[config.mk]
export PLATFORM = sky130hd
export DESIGN_NAME = kpi_top
export DESIGN_NICKNAME = d
export VERILOG_FILES = /design/src/kpi_pkg.sv /design/src/kpi_det_if.sv /design/src/kpi_pin_det.sv /design/src/kpi_top.sv
export VERILOG_INCLUDE_DIRS = /design/src /design/src/src
export SDC_FILE = /design/constraint.sdc
export NUM_CORES = 1
export LEC_CHECK = 0
export ABC_AREA = 1
export BUFFER_PORTS_ARGS = -buffer_cell sky130_fd_sc_hd__buf_4
export CAP_MARGIN = 20
export CORE_MARGIN = 2
export CORE_UTILIZATION = 30
export DETAILED_ROUTE_END_ITERATION = 10
export MAX_ROUTING_LAYER = met4
export PLACE_DENSITY = 0.53
export SKIP_CTS_REPAIR_TIMING = 1
export SKIP_LAST_GASP = 1
export SYNTH_ARGS = -nofsm -noshare
export SYNTH_HDL_FRONTEND = slang
export SYNTH_SLANG_ARGS = --single-unit
[constraint.sdc]
create_clock -name clk_sys -period 1.43 [get_ports clk_sys]
set_input_delay 0.0715 -clock clk_sys [delete_from_list [all_inputs] [get_ports clk_sys]]
set_output_delay 0.0715 -clock clk_sys [all_outputs]
set_load 0.02 [all_outputs]
[src/kpi_defs.svh]
// constants of the keypad pin interrupt block: offsets, fields, resets
// assumes a 32-bit AXI4-Lite register bus and six keypad pins
// Functional notes
// - each pin has its own enable bit
// - polarity 1 rising/high, 0 falling/low
// - enabled pin gets pull-up or pull-down by polarity
// - asserted enabled inputs set the shared latch
// - edge mode ignores edge while another asserted
// - sensitivity bit 1 edge-and-level, 0 edge
// - level mode clears after deassert and acknowledge
// - vector-fetch acknowledge clears the latch
// - edge after acknowledge latches fresh request
// - reset clears request and sensitivity bit
// - edge mode acknowledge clears at once
// - pending flag shows latch, ignores mask
// - mask bit blocks the cpu request
// - detection continues in wait and stop
// - enabled pin forced to input direction
// - break state blocks acknowledges unless clear-enabled
`ifndef KPI_DEFS_SVH
`define KPI_DEFS_SVH
`define KPI_NPIN        6
`define KPI_OFS_STATUS  8'h00
`define KPI_OFS_ENABLE  8'h04
`define KPI_OFS_POLAR   8'h08
`define KPI_BIT_PEND    3
`define KPI_BIT_ACK     2
`define KPI_BIT_MASK    1
`define KPI_BIT_SENS    0
`define KPI_RST_MASK    1'h0
`define KPI_RST_SENS    1'h0
`define KPI_RST_PINS    6'h00
`define KPI_RESP_OKAY   2'h0
`define KPI_RESP_SLVERR 2'h2
`endif

[src/kpi_pkg.sv]
// types shared by the keypad pin interrupt files
// assumes kpi_defs.svh for field widths
`include "kpi_defs.svh"
package kpi_pkg;
  typedef enum logic [1:0] {
    KPI_IDLE = 2'h0,
    KPI_RESP = 2'h1
  } kpi_bus_type;
endpackage : kpi_pkg

[src/kpi_det_if.sv]
// detector carrier between the register side and the pin detector
// assumes one clock domain
`timescale 1ns/10ps
interface kpi_det_if;
  logic [5:0] en;       // pin enables
  logic [5:0] pol;      // pin polarities
  logic [5:0] asserted; // polarity-corrected level
  logic [5:0] edge_hit; // polarity-corrected active edge
  modport ctl (output en, output pol, input asserted, input edge_hit);
  modport det (input en, input pol, output asserted, output edge_hit);
endinterface : kpi_det_if

[src/kpi_pin_det.sv]
// per-pin synchroniser and edge detector
// assumes pins asynchronous to clk_sys in practice
`timescale 1ns/10ps
`include "kpi_defs.svh"
module kpi_pin_det
  import kpi_pkg::*;
(
  input wire logic               clk_sys, // system clock
  input wire logic               nrst,    // async reset, active low
  input wire logic [5:0]         pin_in,  // raw pin levels
  kpi_det_if.det                 det      // detector carrier
);
  typedef struct packed {
    logic [5:0] s1;   // first synchroniser stage
    logic [5:0] s2;   // second stage
    logic [5:0] prev; // previous corrected sample
  } kpi_det_type;
  kpi_det_type st_reg, st_next;
  logic [5:0] corr;

  // polarity correction: 1 means active
  always_comb begin
    st_next = st_reg;
    st_next.s1 = pin_in;
    st_next.s2 = st_reg.s1;
    corr = st_reg.s2 ^ ~det.pol;
    st_next.prev = corr;
  end

  // edge only from stable samples so s1 stays private
  genvar i;
  generate
    for (i = 0; i < `KPI_NPIN; i++) begin : g_pin
      assign det.asserted[i] = det.en[i] & corr[i];
      assign det.edge_hit[i] = det.en[i] & corr[i] & ~st_reg.prev[i];
    end
  endgenerate

  always_ff @(posedge clk_sys or negedge nrst) begin
    if (!nrst) begin
      st_reg <= '0;
    end else begin
      st_reg <= st_next;
    end
  end
endmodule : kpi_pin_det

[src/kpi_top.sv]
// keypad pin interrupt controller with AXI4-Lite registers
// assumes single clock clk_sys, cpu supplies vector-fetch pulse and break
//
// Added by the designer: register access over AXI4-Lite and the register offsets.
`timescale 1ns/10ps
`include "kpi_defs.svh"
module kpi_top
  import kpi_pkg::*;
(
  input  wire logic        clk_sys,     // 40 MHz system clock
  input  wire logic        nrst,        // async reset, active low
  input  wire logic [7:0]  s_awaddr,    // write address
  input  wire logic        s_awvalid,   // write address valid
  output logic             s_awready,   // write address ready
  input  wire logic [31:0] s_wdata,     // write data
  input  wire logic [3:0]  s_wstrb,     // write strobes
  input  wire logic        s_wvalid,    // write data valid
  output logic             s_wready,    // write data ready
  output logic [1:0]       s_bresp,     // write response
  output logic             s_bvalid,    // write response valid
  input  wire logic        s_bready,    // write response ready
  input  wire logic [7:0]  s_araddr,    // read address
  input  wire logic        s_arvalid,   // read address valid
  output logic             s_arready,   // read address ready
  output logic [31:0]      s_rdata,     // read data
  output logic [1:0]       s_rresp,     // read response
  output logic             s_rvalid,    // read data valid
  input  wire logic        s_rready,    // read data ready
  input  wire logic [5:0]  pin_in,      // keypad pin levels
  output logic [5:0]       pull_up_en,  // pull-up enables
  output logic [5:0]       pull_dn_en,  // pull-down enables
  output logic [5:0]       force_input, // direction override
  input  wire logic        vector_ack,  // vector fetch pulse
  input  wire logic        break_state, // debug break active
  input  wire logic        break_clear_enable, // clears allowed in break
  output logic             irq_req,     // cpu request, active high
  output logic             wake_req     // wakeup from wait/stop
);
  typedef struct packed {
    kpi_bus_type wst;      // write channel state
    kpi_bus_type rst;      // read channel state
    logic        aw_got;   // address taken
    logic        w_got;    // data taken
    logic [7:0]  awaddr;
    logic [31:0] wdata;
    logic [3:0]  wstrb;
    logic [1:0]  bresp;
    logic [31:0] rdata;
    logic [1:0]  rresp;
    logic [5:0]  pin_en;   // keypad_pin_enable
    logic [5:0]  pin_pol;  // keypad_pin_polarity
    logic        mask;     // request_mask
    logic        sens;     // sensitivity_select
    logic        latch;    // pending latch
    logic        acked;    // level mode acknowledge seen
  } kpi_state_type;
  kpi_state_type st_reg, st_next;

  kpi_det_if det_c ();
  logic        wr_fire, rd_fire, sw_ack, ack_ok, any_asserted, any_edge;
  logic        edge_ok, level_hold;
  logic [5:0]  others;

  kpi_pin_det u_det (
    .clk_sys (clk_sys),
    .nrst    (nrst),
    .pin_in  (pin_in),
    .det     (det_c.det)
  );

  assign det_c.en  = st_reg.pin_en;
  assign det_c.pol = st_reg.pin_pol;

  // handshake outputs straight from state
  assign s_awready = (st_reg.wst == KPI_IDLE) & ~st_reg.aw_got;
  assign s_wready  = (st_reg.wst == KPI_IDLE) & ~st_reg.w_got;
  assign s_bvalid  = (st_reg.wst == KPI_RESP);
  assign s_bresp   = st_reg.bresp;
  assign s_arready = (st_reg.rst == KPI_IDLE);
  assign s_rvalid  = (st_reg.rst == KPI_RESP);
  assign s_rdata   = st_reg.rdata;
  assign s_rresp   = st_reg.rresp;

  // pull device by polarity on enabled pins only
  assign pull_up_en  = st_reg.pin_en & ~st_reg.pin_pol;
  assign pull_dn_en  = st_reg.pin_en & st_reg.pin_pol;
  assign force_input = st_reg.pin_en;

  // mask gates request and wake but not the flag; wake path needs clk_sys to set the latch
  assign irq_req  = st_reg.latch & ~st_reg.mask;
  assign wake_req = st_reg.latch & ~st_reg.mask;

  // write complete once both halves are held
  assign wr_fire = (st_reg.wst == KPI_IDLE) & st_reg.aw_got & st_reg.w_got;
  assign rd_fire = s_arvalid & s_arready;

  assign any_asserted = |det_c.asserted;

  // in edge mode an edge counts only when no other enabled pin already asserted
  genvar i;
  generate
    for (i = 0; i < `KPI_NPIN; i++) begin : g_oth
      assign others[i] = |(det_c.asserted & ~(6'h01 << i));
    end
  endgenerate
  assign edge_ok  = |(det_c.edge_hit & ~others);
  assign any_edge = st_reg.sens ? |det_c.edge_hit : edge_ok;

  // software acknowledge: write 1 to ack bit in byte 0
  assign sw_ack = wr_fire & (st_reg.awaddr == `KPI_OFS_STATUS)
                & st_reg.wstrb[0] & st_reg.wdata[`KPI_BIT_ACK];
  // break state blocks acknowledge clears unless enabled
  assign ack_ok = (vector_ack | sw_ack)
                & (~break_state | break_clear_enable);
  assign level_hold = st_reg.sens & any_asserted;

  // next state of bus and interrupt logic
  always_comb begin
    st_next = st_reg;
    if (s_awvalid & s_awready) begin
      st_next.aw_got = 1'b1;
      st_next.awaddr = s_awaddr;
    end
    if (s_wvalid & s_wready) begin
      st_next.w_got = 1'b1;
      st_next.wdata = s_wdata;
      st_next.wstrb = s_wstrb;
    end
    if (wr_fire) begin
      st_next.wst    = KPI_RESP;
      st_next.aw_got = 1'b0;
      st_next.w_got  = 1'b0;
      st_next.bresp  = `KPI_RESP_OKAY;
      case (st_reg.awaddr)
        `KPI_OFS_STATUS: begin
          if (st_reg.wstrb[0]) begin
            st_next.mask = st_reg.wdata[`KPI_BIT_MASK];
            st_next.sens = st_reg.wdata[`KPI_BIT_SENS];
          end
        end
        `KPI_OFS_ENABLE: begin
          if (st_reg.wstrb[0]) begin
            st_next.pin_en = st_reg.wdata[5:0];
          end
        end
        `KPI_OFS_POLAR: begin
          if (st_reg.wstrb[0]) begin
            st_next.pin_pol = st_reg.wdata[5:0];
          end
        end
        default: st_next.bresp = `KPI_RESP_SLVERR;
      endcase
    end
    if ((st_reg.wst == KPI_RESP) & s_bready) begin
      st_next.wst = KPI_IDLE;
    end
    if (rd_fire) begin
      st_next.rst   = KPI_RESP;
      st_next.rresp = `KPI_RESP_OKAY;
      st_next.rdata = 32'h0;
      case (s_araddr)
        `KPI_OFS_STATUS: begin
          // ack bit reads zero, flag shows latch
          st_next.rdata[`KPI_BIT_PEND] = st_reg.latch;
          st_next.rdata[`KPI_BIT_MASK] = st_reg.mask;
          st_next.rdata[`KPI_BIT_SENS] = st_reg.sens;
        end
        `KPI_OFS_ENABLE: st_next.rdata[5:0] = st_reg.pin_en;
        `KPI_OFS_POLAR:  st_next.rdata[5:0] = st_reg.pin_pol;
        default:         st_next.rresp = `KPI_RESP_SLVERR;
      endcase
    end
    if ((st_reg.rst == KPI_RESP) & s_rready) begin
      st_next.rst = KPI_IDLE;
    end
    // latch: acknowledge clears, new event wins
    // acked only means something in level mode; kept clear otherwise so
    // a stale acknowledge cannot drop a later level request
    if (ack_ok) begin
      st_next.latch = 1'b0;
      st_next.acked = st_next.sens;
    end
    // second step of a level clear, in either order
    if (st_reg.sens & st_reg.acked & ~any_asserted) begin
      st_next.latch = 1'b0;
      st_next.acked = 1'b0;
    end
    if (level_hold) begin
      st_next.latch = 1'b1;
    end
    if (any_edge) begin
      st_next.latch = 1'b1;
      st_next.acked = 1'b0;
    end
  end

  // all state on every edge, also in wait and stop
  always_ff @(posedge clk_sys or negedge nrst) begin
    if (!nrst) begin
      st_reg      <= '0;
      st_reg.mask <= `KPI_RST_MASK;
      st_reg.sens <= `KPI_RST_SENS;
    end else begin
      st_reg <= st_next;
    end
  end
endmodule : kpi_top

### After elaboration in Yosys (flattened, before gate mapping)

Cells that the tools add are included.

| storage, ports and cells | value |
|---|---|
| register bits | 65 |
| output and inout bits | 61 |

| cells by class | value |
|---|---|
| equal/unequal tests | 6 |
| multiplexer cells | 21 |
| bitwise logic cells | 48 |
| reduce and logical (&&, ||, !) cells | 24 |

Operators with widths:

| kind | number |
|---|---|
| 5-bit OR reduction | 6 |
| 1-bit AND | 29 |
| 2-bit two-way mux | 10 |
| 6-bit AND | 3 |
| 6-bit OR reduction | 3 |
| 8-bit by 3-bit equality test with 1-bit output, second input constant | 2 |
| 8-bit by 4-bit equality test with 1-bit output, second input constant | 2 |
| 8-bit zero test | 2 |
| 6-bit inverter | 2 |
| 1-bit inverter | 11 |
| 3-bit AND reduction | 3 |
| 2-bit nonzero test | 4 |
| 1-bit two-way mux | 7 |
| 2-bit case mux with 3 select lines | 1 |
| 3-bit OR reduction | 2 |
| 6-bit XOR | 1 |
| 2-bit by 1-bit equality test with 1-bit output, second input constant | 2 |
| 2-bit zero test | 2 |
| 2-bit case mux with 2 select lines | 1 |
| 4-bit nonzero test | 1 |
| 1-bit case mux with 3 select lines | 1 |
| 3-bit nonzero test | 1 |
| 1-bit bitwise OR | 2 |
| 1-bit case mux with 2 select lines | 1 |

### Logic depth before layout (Yosys ltp)

| depth | value |
|---|---|
| depth in word-level cells | 12 |
| gate-level depth with buffers | 12 |
| mapped depth without buffers | 12 |

### By module

A second synthesis with hierarchy kept.

| second synthesis, totals | value |
|---|---|
| cell total of the unflattened synthesis | 382 |
| area total of the unflattened synthesis | 3189.3 um^2 |

By module, submodules not included:

| module | instances | cells each | area each (um^2) | sequential area each (um^2) |
|---|---|---|---|---|
| kpi_top | 1 | 304 | 2461.1 | 1076.0 |
| kpi_pin_det | 1 | 78 | 728.2 | 450.4 |

### Least setup slack after synthesis

OpenSTA, ideal clock, no wires.

| timing | value |
|---|---|
| kind | register to register |
| start | register st_reg[100] (netlist bit) |
| end | register st_reg[88] (netlist bit) |
| library setup time | 0.125 ns |
| arrival time | 1.391 ns |
| data required time | 1.305 ns |
| path slack | -0.086 ns |
| cell stages (with the launch flop) | 5 |
| path buffers | 1 |
| period minus slack after synthesis | 1.516 ns |
| cells stage by stage | dfrtp_1 > nor2_1 > nand2_1 > buf_2 > mux2_2 |

| between the ends | value |
|---|---|
| cells in the longest elaborated chain, start to end | 3 |

Ends and longest elaborated chain:

| what | RTL line | source |
|---|---|---|
| start, declared | kpi_top.sv:57 | `kpi_state_type st_reg, st_next;` |
| start signal, assigned | kpi_top.sv:204 | `st_reg <= st_next;` |
| 2-bit zero test | kpi_top.sv:75 | `assign s_awready = (st_reg.wst == KPI_IDLE) & ~st_reg.aw_got;` |
| 1-bit AND | kpi_top.sv:75 |  |
| net s_awready | kpi_top.sv:14 | `output logic s_awready,` |
| 1-bit AND | kpi_top.sv:120 | `if (s_awvalid & s_awready) begin` |

The timed path passes the listed nets, and every way through them passes these cells.
A chain may end at the register's enable or synchronous reset.

### Worst setup path after layout

| timing | value |
|---|---|
| start | register st_reg[88] (netlist bit) |
| end | register st_reg, in the netlist force_input[2] |

| between the ends | value |
|---|---|
| cells in the longest elaborated chain, start to end | 2 |

Ends and longest elaborated chain:

| what | RTL line | source |
|---|---|---|
| 8-bit by 3-bit equality test with 1-bit output | kpi_top.sv:134 | `case (st_reg.awaddr)` |
| 3-bit AND reduction (no line) | n/a |  |

No other way between the ends.

==> results.py <==
metrics = {
    "sta": {
        "finalCritPeriodShare_pct": 98.3,
        "hold_viol_final": 6,
        "final.setup.tns_ns": 0,
        "maxClockFrequency_ghz": 0.711,
        "setup_viol": 0,
        "slew_viol_final": 0,
        "holdWs_ns": -0.0137,
        "fin_crit_ns": 1.41,
        "rsz0062_at_grt": "true",
        "finalClockSkew_ns": 0.00896,
    },
    "synthesis": {
        "netlist_area_um2": 3210,
        "synthFlopType": "dfrtp_1",
        "syn_avg_cell_area_um2": 8.60,
        "synth_warnings": 0,
        "synth_top_area_share_pct": 47.6,
        "syn_inst": 373,
        "synth_edf_count": 0,
        "synthArstFlopShare_pct": 100,
        "yosysSeqAreaShare_pct": 47.6,
        "ys_ff_latch": 61,
        "yosysUniqueCellTypes": 33,
        "ys_top_cells_by_area": "dfrtp_1 48%, nand2_1 11%, buf_4 11%",
        "synth_top_area_cell": "dfrtp_1",
    },
    "grt": {
        "grt_pass1_wl_um": 11000,
        "gr-usage-all-layers_pct": 12.6,
        "grt_antenna_before_repair": 0,
        "grt_start_max_net_pins": 40,
        "grt-ovfl-total": 0,
        "grt_pass1_vias": 2345,
    },
    "routing": {
        "drtIter0Drc": 69,
        "via_per_inst": 4.13,
        "drt_first_pass_iters": 4,
        "post_drt_wl_per_cell_um": 11.5,
        "wirelength_um": 7020,
        "vias": 2528,
        "postRouteAntennaNets": 0,
        "drc": 0,
    },
    "floorplan": {
        "rows": 37,
        "die_x_um": 107,
        "fp.dieH_um": 107,
        "core_area_um2": 10400,
        "initial_utilization_pct": 30.9,
        "ios": 129,
        "die-area_um2": 11500,
    },
    "placement": {
        "place_hpwl_um": 5080,
        "dpl_cell_area_um2": 3740,
        "dp_cells": 566,
        "port_buffers": 71,
        "gp_congestion": 0.791,
    },
    "clocking": {
        "cts_buffers": 9,
        "htree_num_levels": 3,
        "cts_root_buffer": "clkbuf_8",
        "worstSkewPairLatency_ns": 0.33,
        "clk_pin_slew_worst_paths_ns": 0.07,
        "cts_tree": "built",
        "clockBufferDepth": 2,
        "cts.sinks": 61,
    },
    "outcome": {
        "violations": "hold timing",
        "status": "finished with violations",
    },
    "min_path": {
        "hold_path_class": "input port to register",
        "min-delay-start": "s_wdata[5]",
    },
    "finish": {
        "final_common_cell": "buf_4",
        "drive_gt1_share_pct": 40.1,
        "area_delta_synth_final_pct": 35.1,
        "largest_register_ff_count": 23,
        "fin_cells": 612,
        "finalInstanceArea_um2": 4330,
        "layout_common_cells": "85 x buf_4, 77 x nand2_1, 54 x dfrtp_1, 39 x inv_1",
        "final_net_count": 539,
        "insertedDiodeCount": 0,
    },
    "critical_path": {
        "cp.arrival_ns": 1.63,
        "ff2ff_path_depth": 7,
        "crit_type": "register to register",
        "crit_start": "st_reg[88]",
        "timing.rr.start": "st_reg[88]",
        "endpoint_kind": "register",
        "regToRegSetupSlack_ns": 0.02,
        "path_max_fanout": 6,
        "worst_ep_required_time_ns": 1.65,
        "crit_path_end": "force_input[2]",
        "regToRegEndpoint": "force_input[2]",
        "cp-start-kind": "register",
    },
    "run": {
        "maxCapViolations": 0,
    },
    "pwr": {
        "power_density_nw_per_um2": 1570,
        "leakage_nw": 2.26,
        "vdd_drop_max_mv": 0.978,
    },
}
## cell type report
class                   instances  area (um2)
fillers                      1036        6040
inverters                      53         199
clock inverters                 3        67.6
clock buffers                  13         159
well taps                     136         170
repair buffers                107         881
multi-input cells             239        1320
flip-flops and latches         61        1540
## where the power goes
part / internal [mW] / switching (mW) / total (mW)
Clock: 1.08 / 0.677 / 1.76
Sequential: 2.20 / 0.408 / 2.60
Combinational: 1.05 / 1.39 / 2.44
## logic make-up after synthesis
kind of cell | after synthesis | synth area share (%)
AND/OR/NAND/NOR | 169 | 25.6
other | 1 | 0.117
multiplexers | 6 | 2.11
flip-flops | 61 | 47.6
AO/OA/AOI/OAI | 36 | 7.57
buffers and inverters | 100 | 17.1
## synth_stat cells, types with 2 or more instances
library cell / number
o21ai_0: 5
o211ai_1: 3
nand3_1: 11
buf_4: 45
nor2_1: 34
nand2_2: 8
dfrtp_1: 61
inv_1: 44
mux2_2: 6
a21oi_1: 9
inv_2: 9
buf_2: 2
nor2_2: 6
nand3_2: 4
o22ai_1: 4
o21ai_2: 12
nand3_4: 3
nand2_1: 91
nand3b_1: 2
## worst max-delay path, stage by stage, from the launching register on
cell	delay (ns)
dfrtp_1	0.39
nor2_2	0.16
inv_2	0.08
nor4_4	0.29
nand2_2	0.11
buf_6	0.15
nand2_2	0.06
o21ai_2	0.05
## per-stage QoR
stage,power (mW),util [%],hold slack (ns),setup slack (ns)
after global routing,7.27,41.8,0.00275,-0.0626
after floorplan,4.12,-,-0.224,0.0120
after global placement,4.68,36.1,-0.0101,0.0183
after detailed placement,4.74,36.1,-0.00812,-0.0151
final,6.80,41.8,-0.0137,0.0242
after CTS,6.51,38.2,-0.381,-0.0431
## how the worst min path moves through the flow
stage | endpoint | slack (ns) | cells past startpoint
5_1_grt | st_reg[61] | 0.003 | 3
6_report | st_reg[61] | -0.01 | 3
4_1_cts | st_reg[94] | -0.38 | 1
3_3_place_gp | st_reg[94] | -0.01 | 1
2_1_floorplan | det_c.pol[0] | -0.22 | 0
3_5_place_dp | st_reg[94] | -0.008 | 1
## per-layer routing
| layer | track usage (%) | part of all wire [%] | vias to the layer above |
|---|---|---|---|
| met5 | - | 0 | - |
| met4 | 4.40 | 0.90 | 0 |
| met3 | 3.03 | 5.9 | 7 |
| met2 | 19.5 | 46 | 90 |
| met1 | 16.3 | 48 | 1143 |
| li1 | - | - | 1288 |
Power figures use the tool's default switching activity.
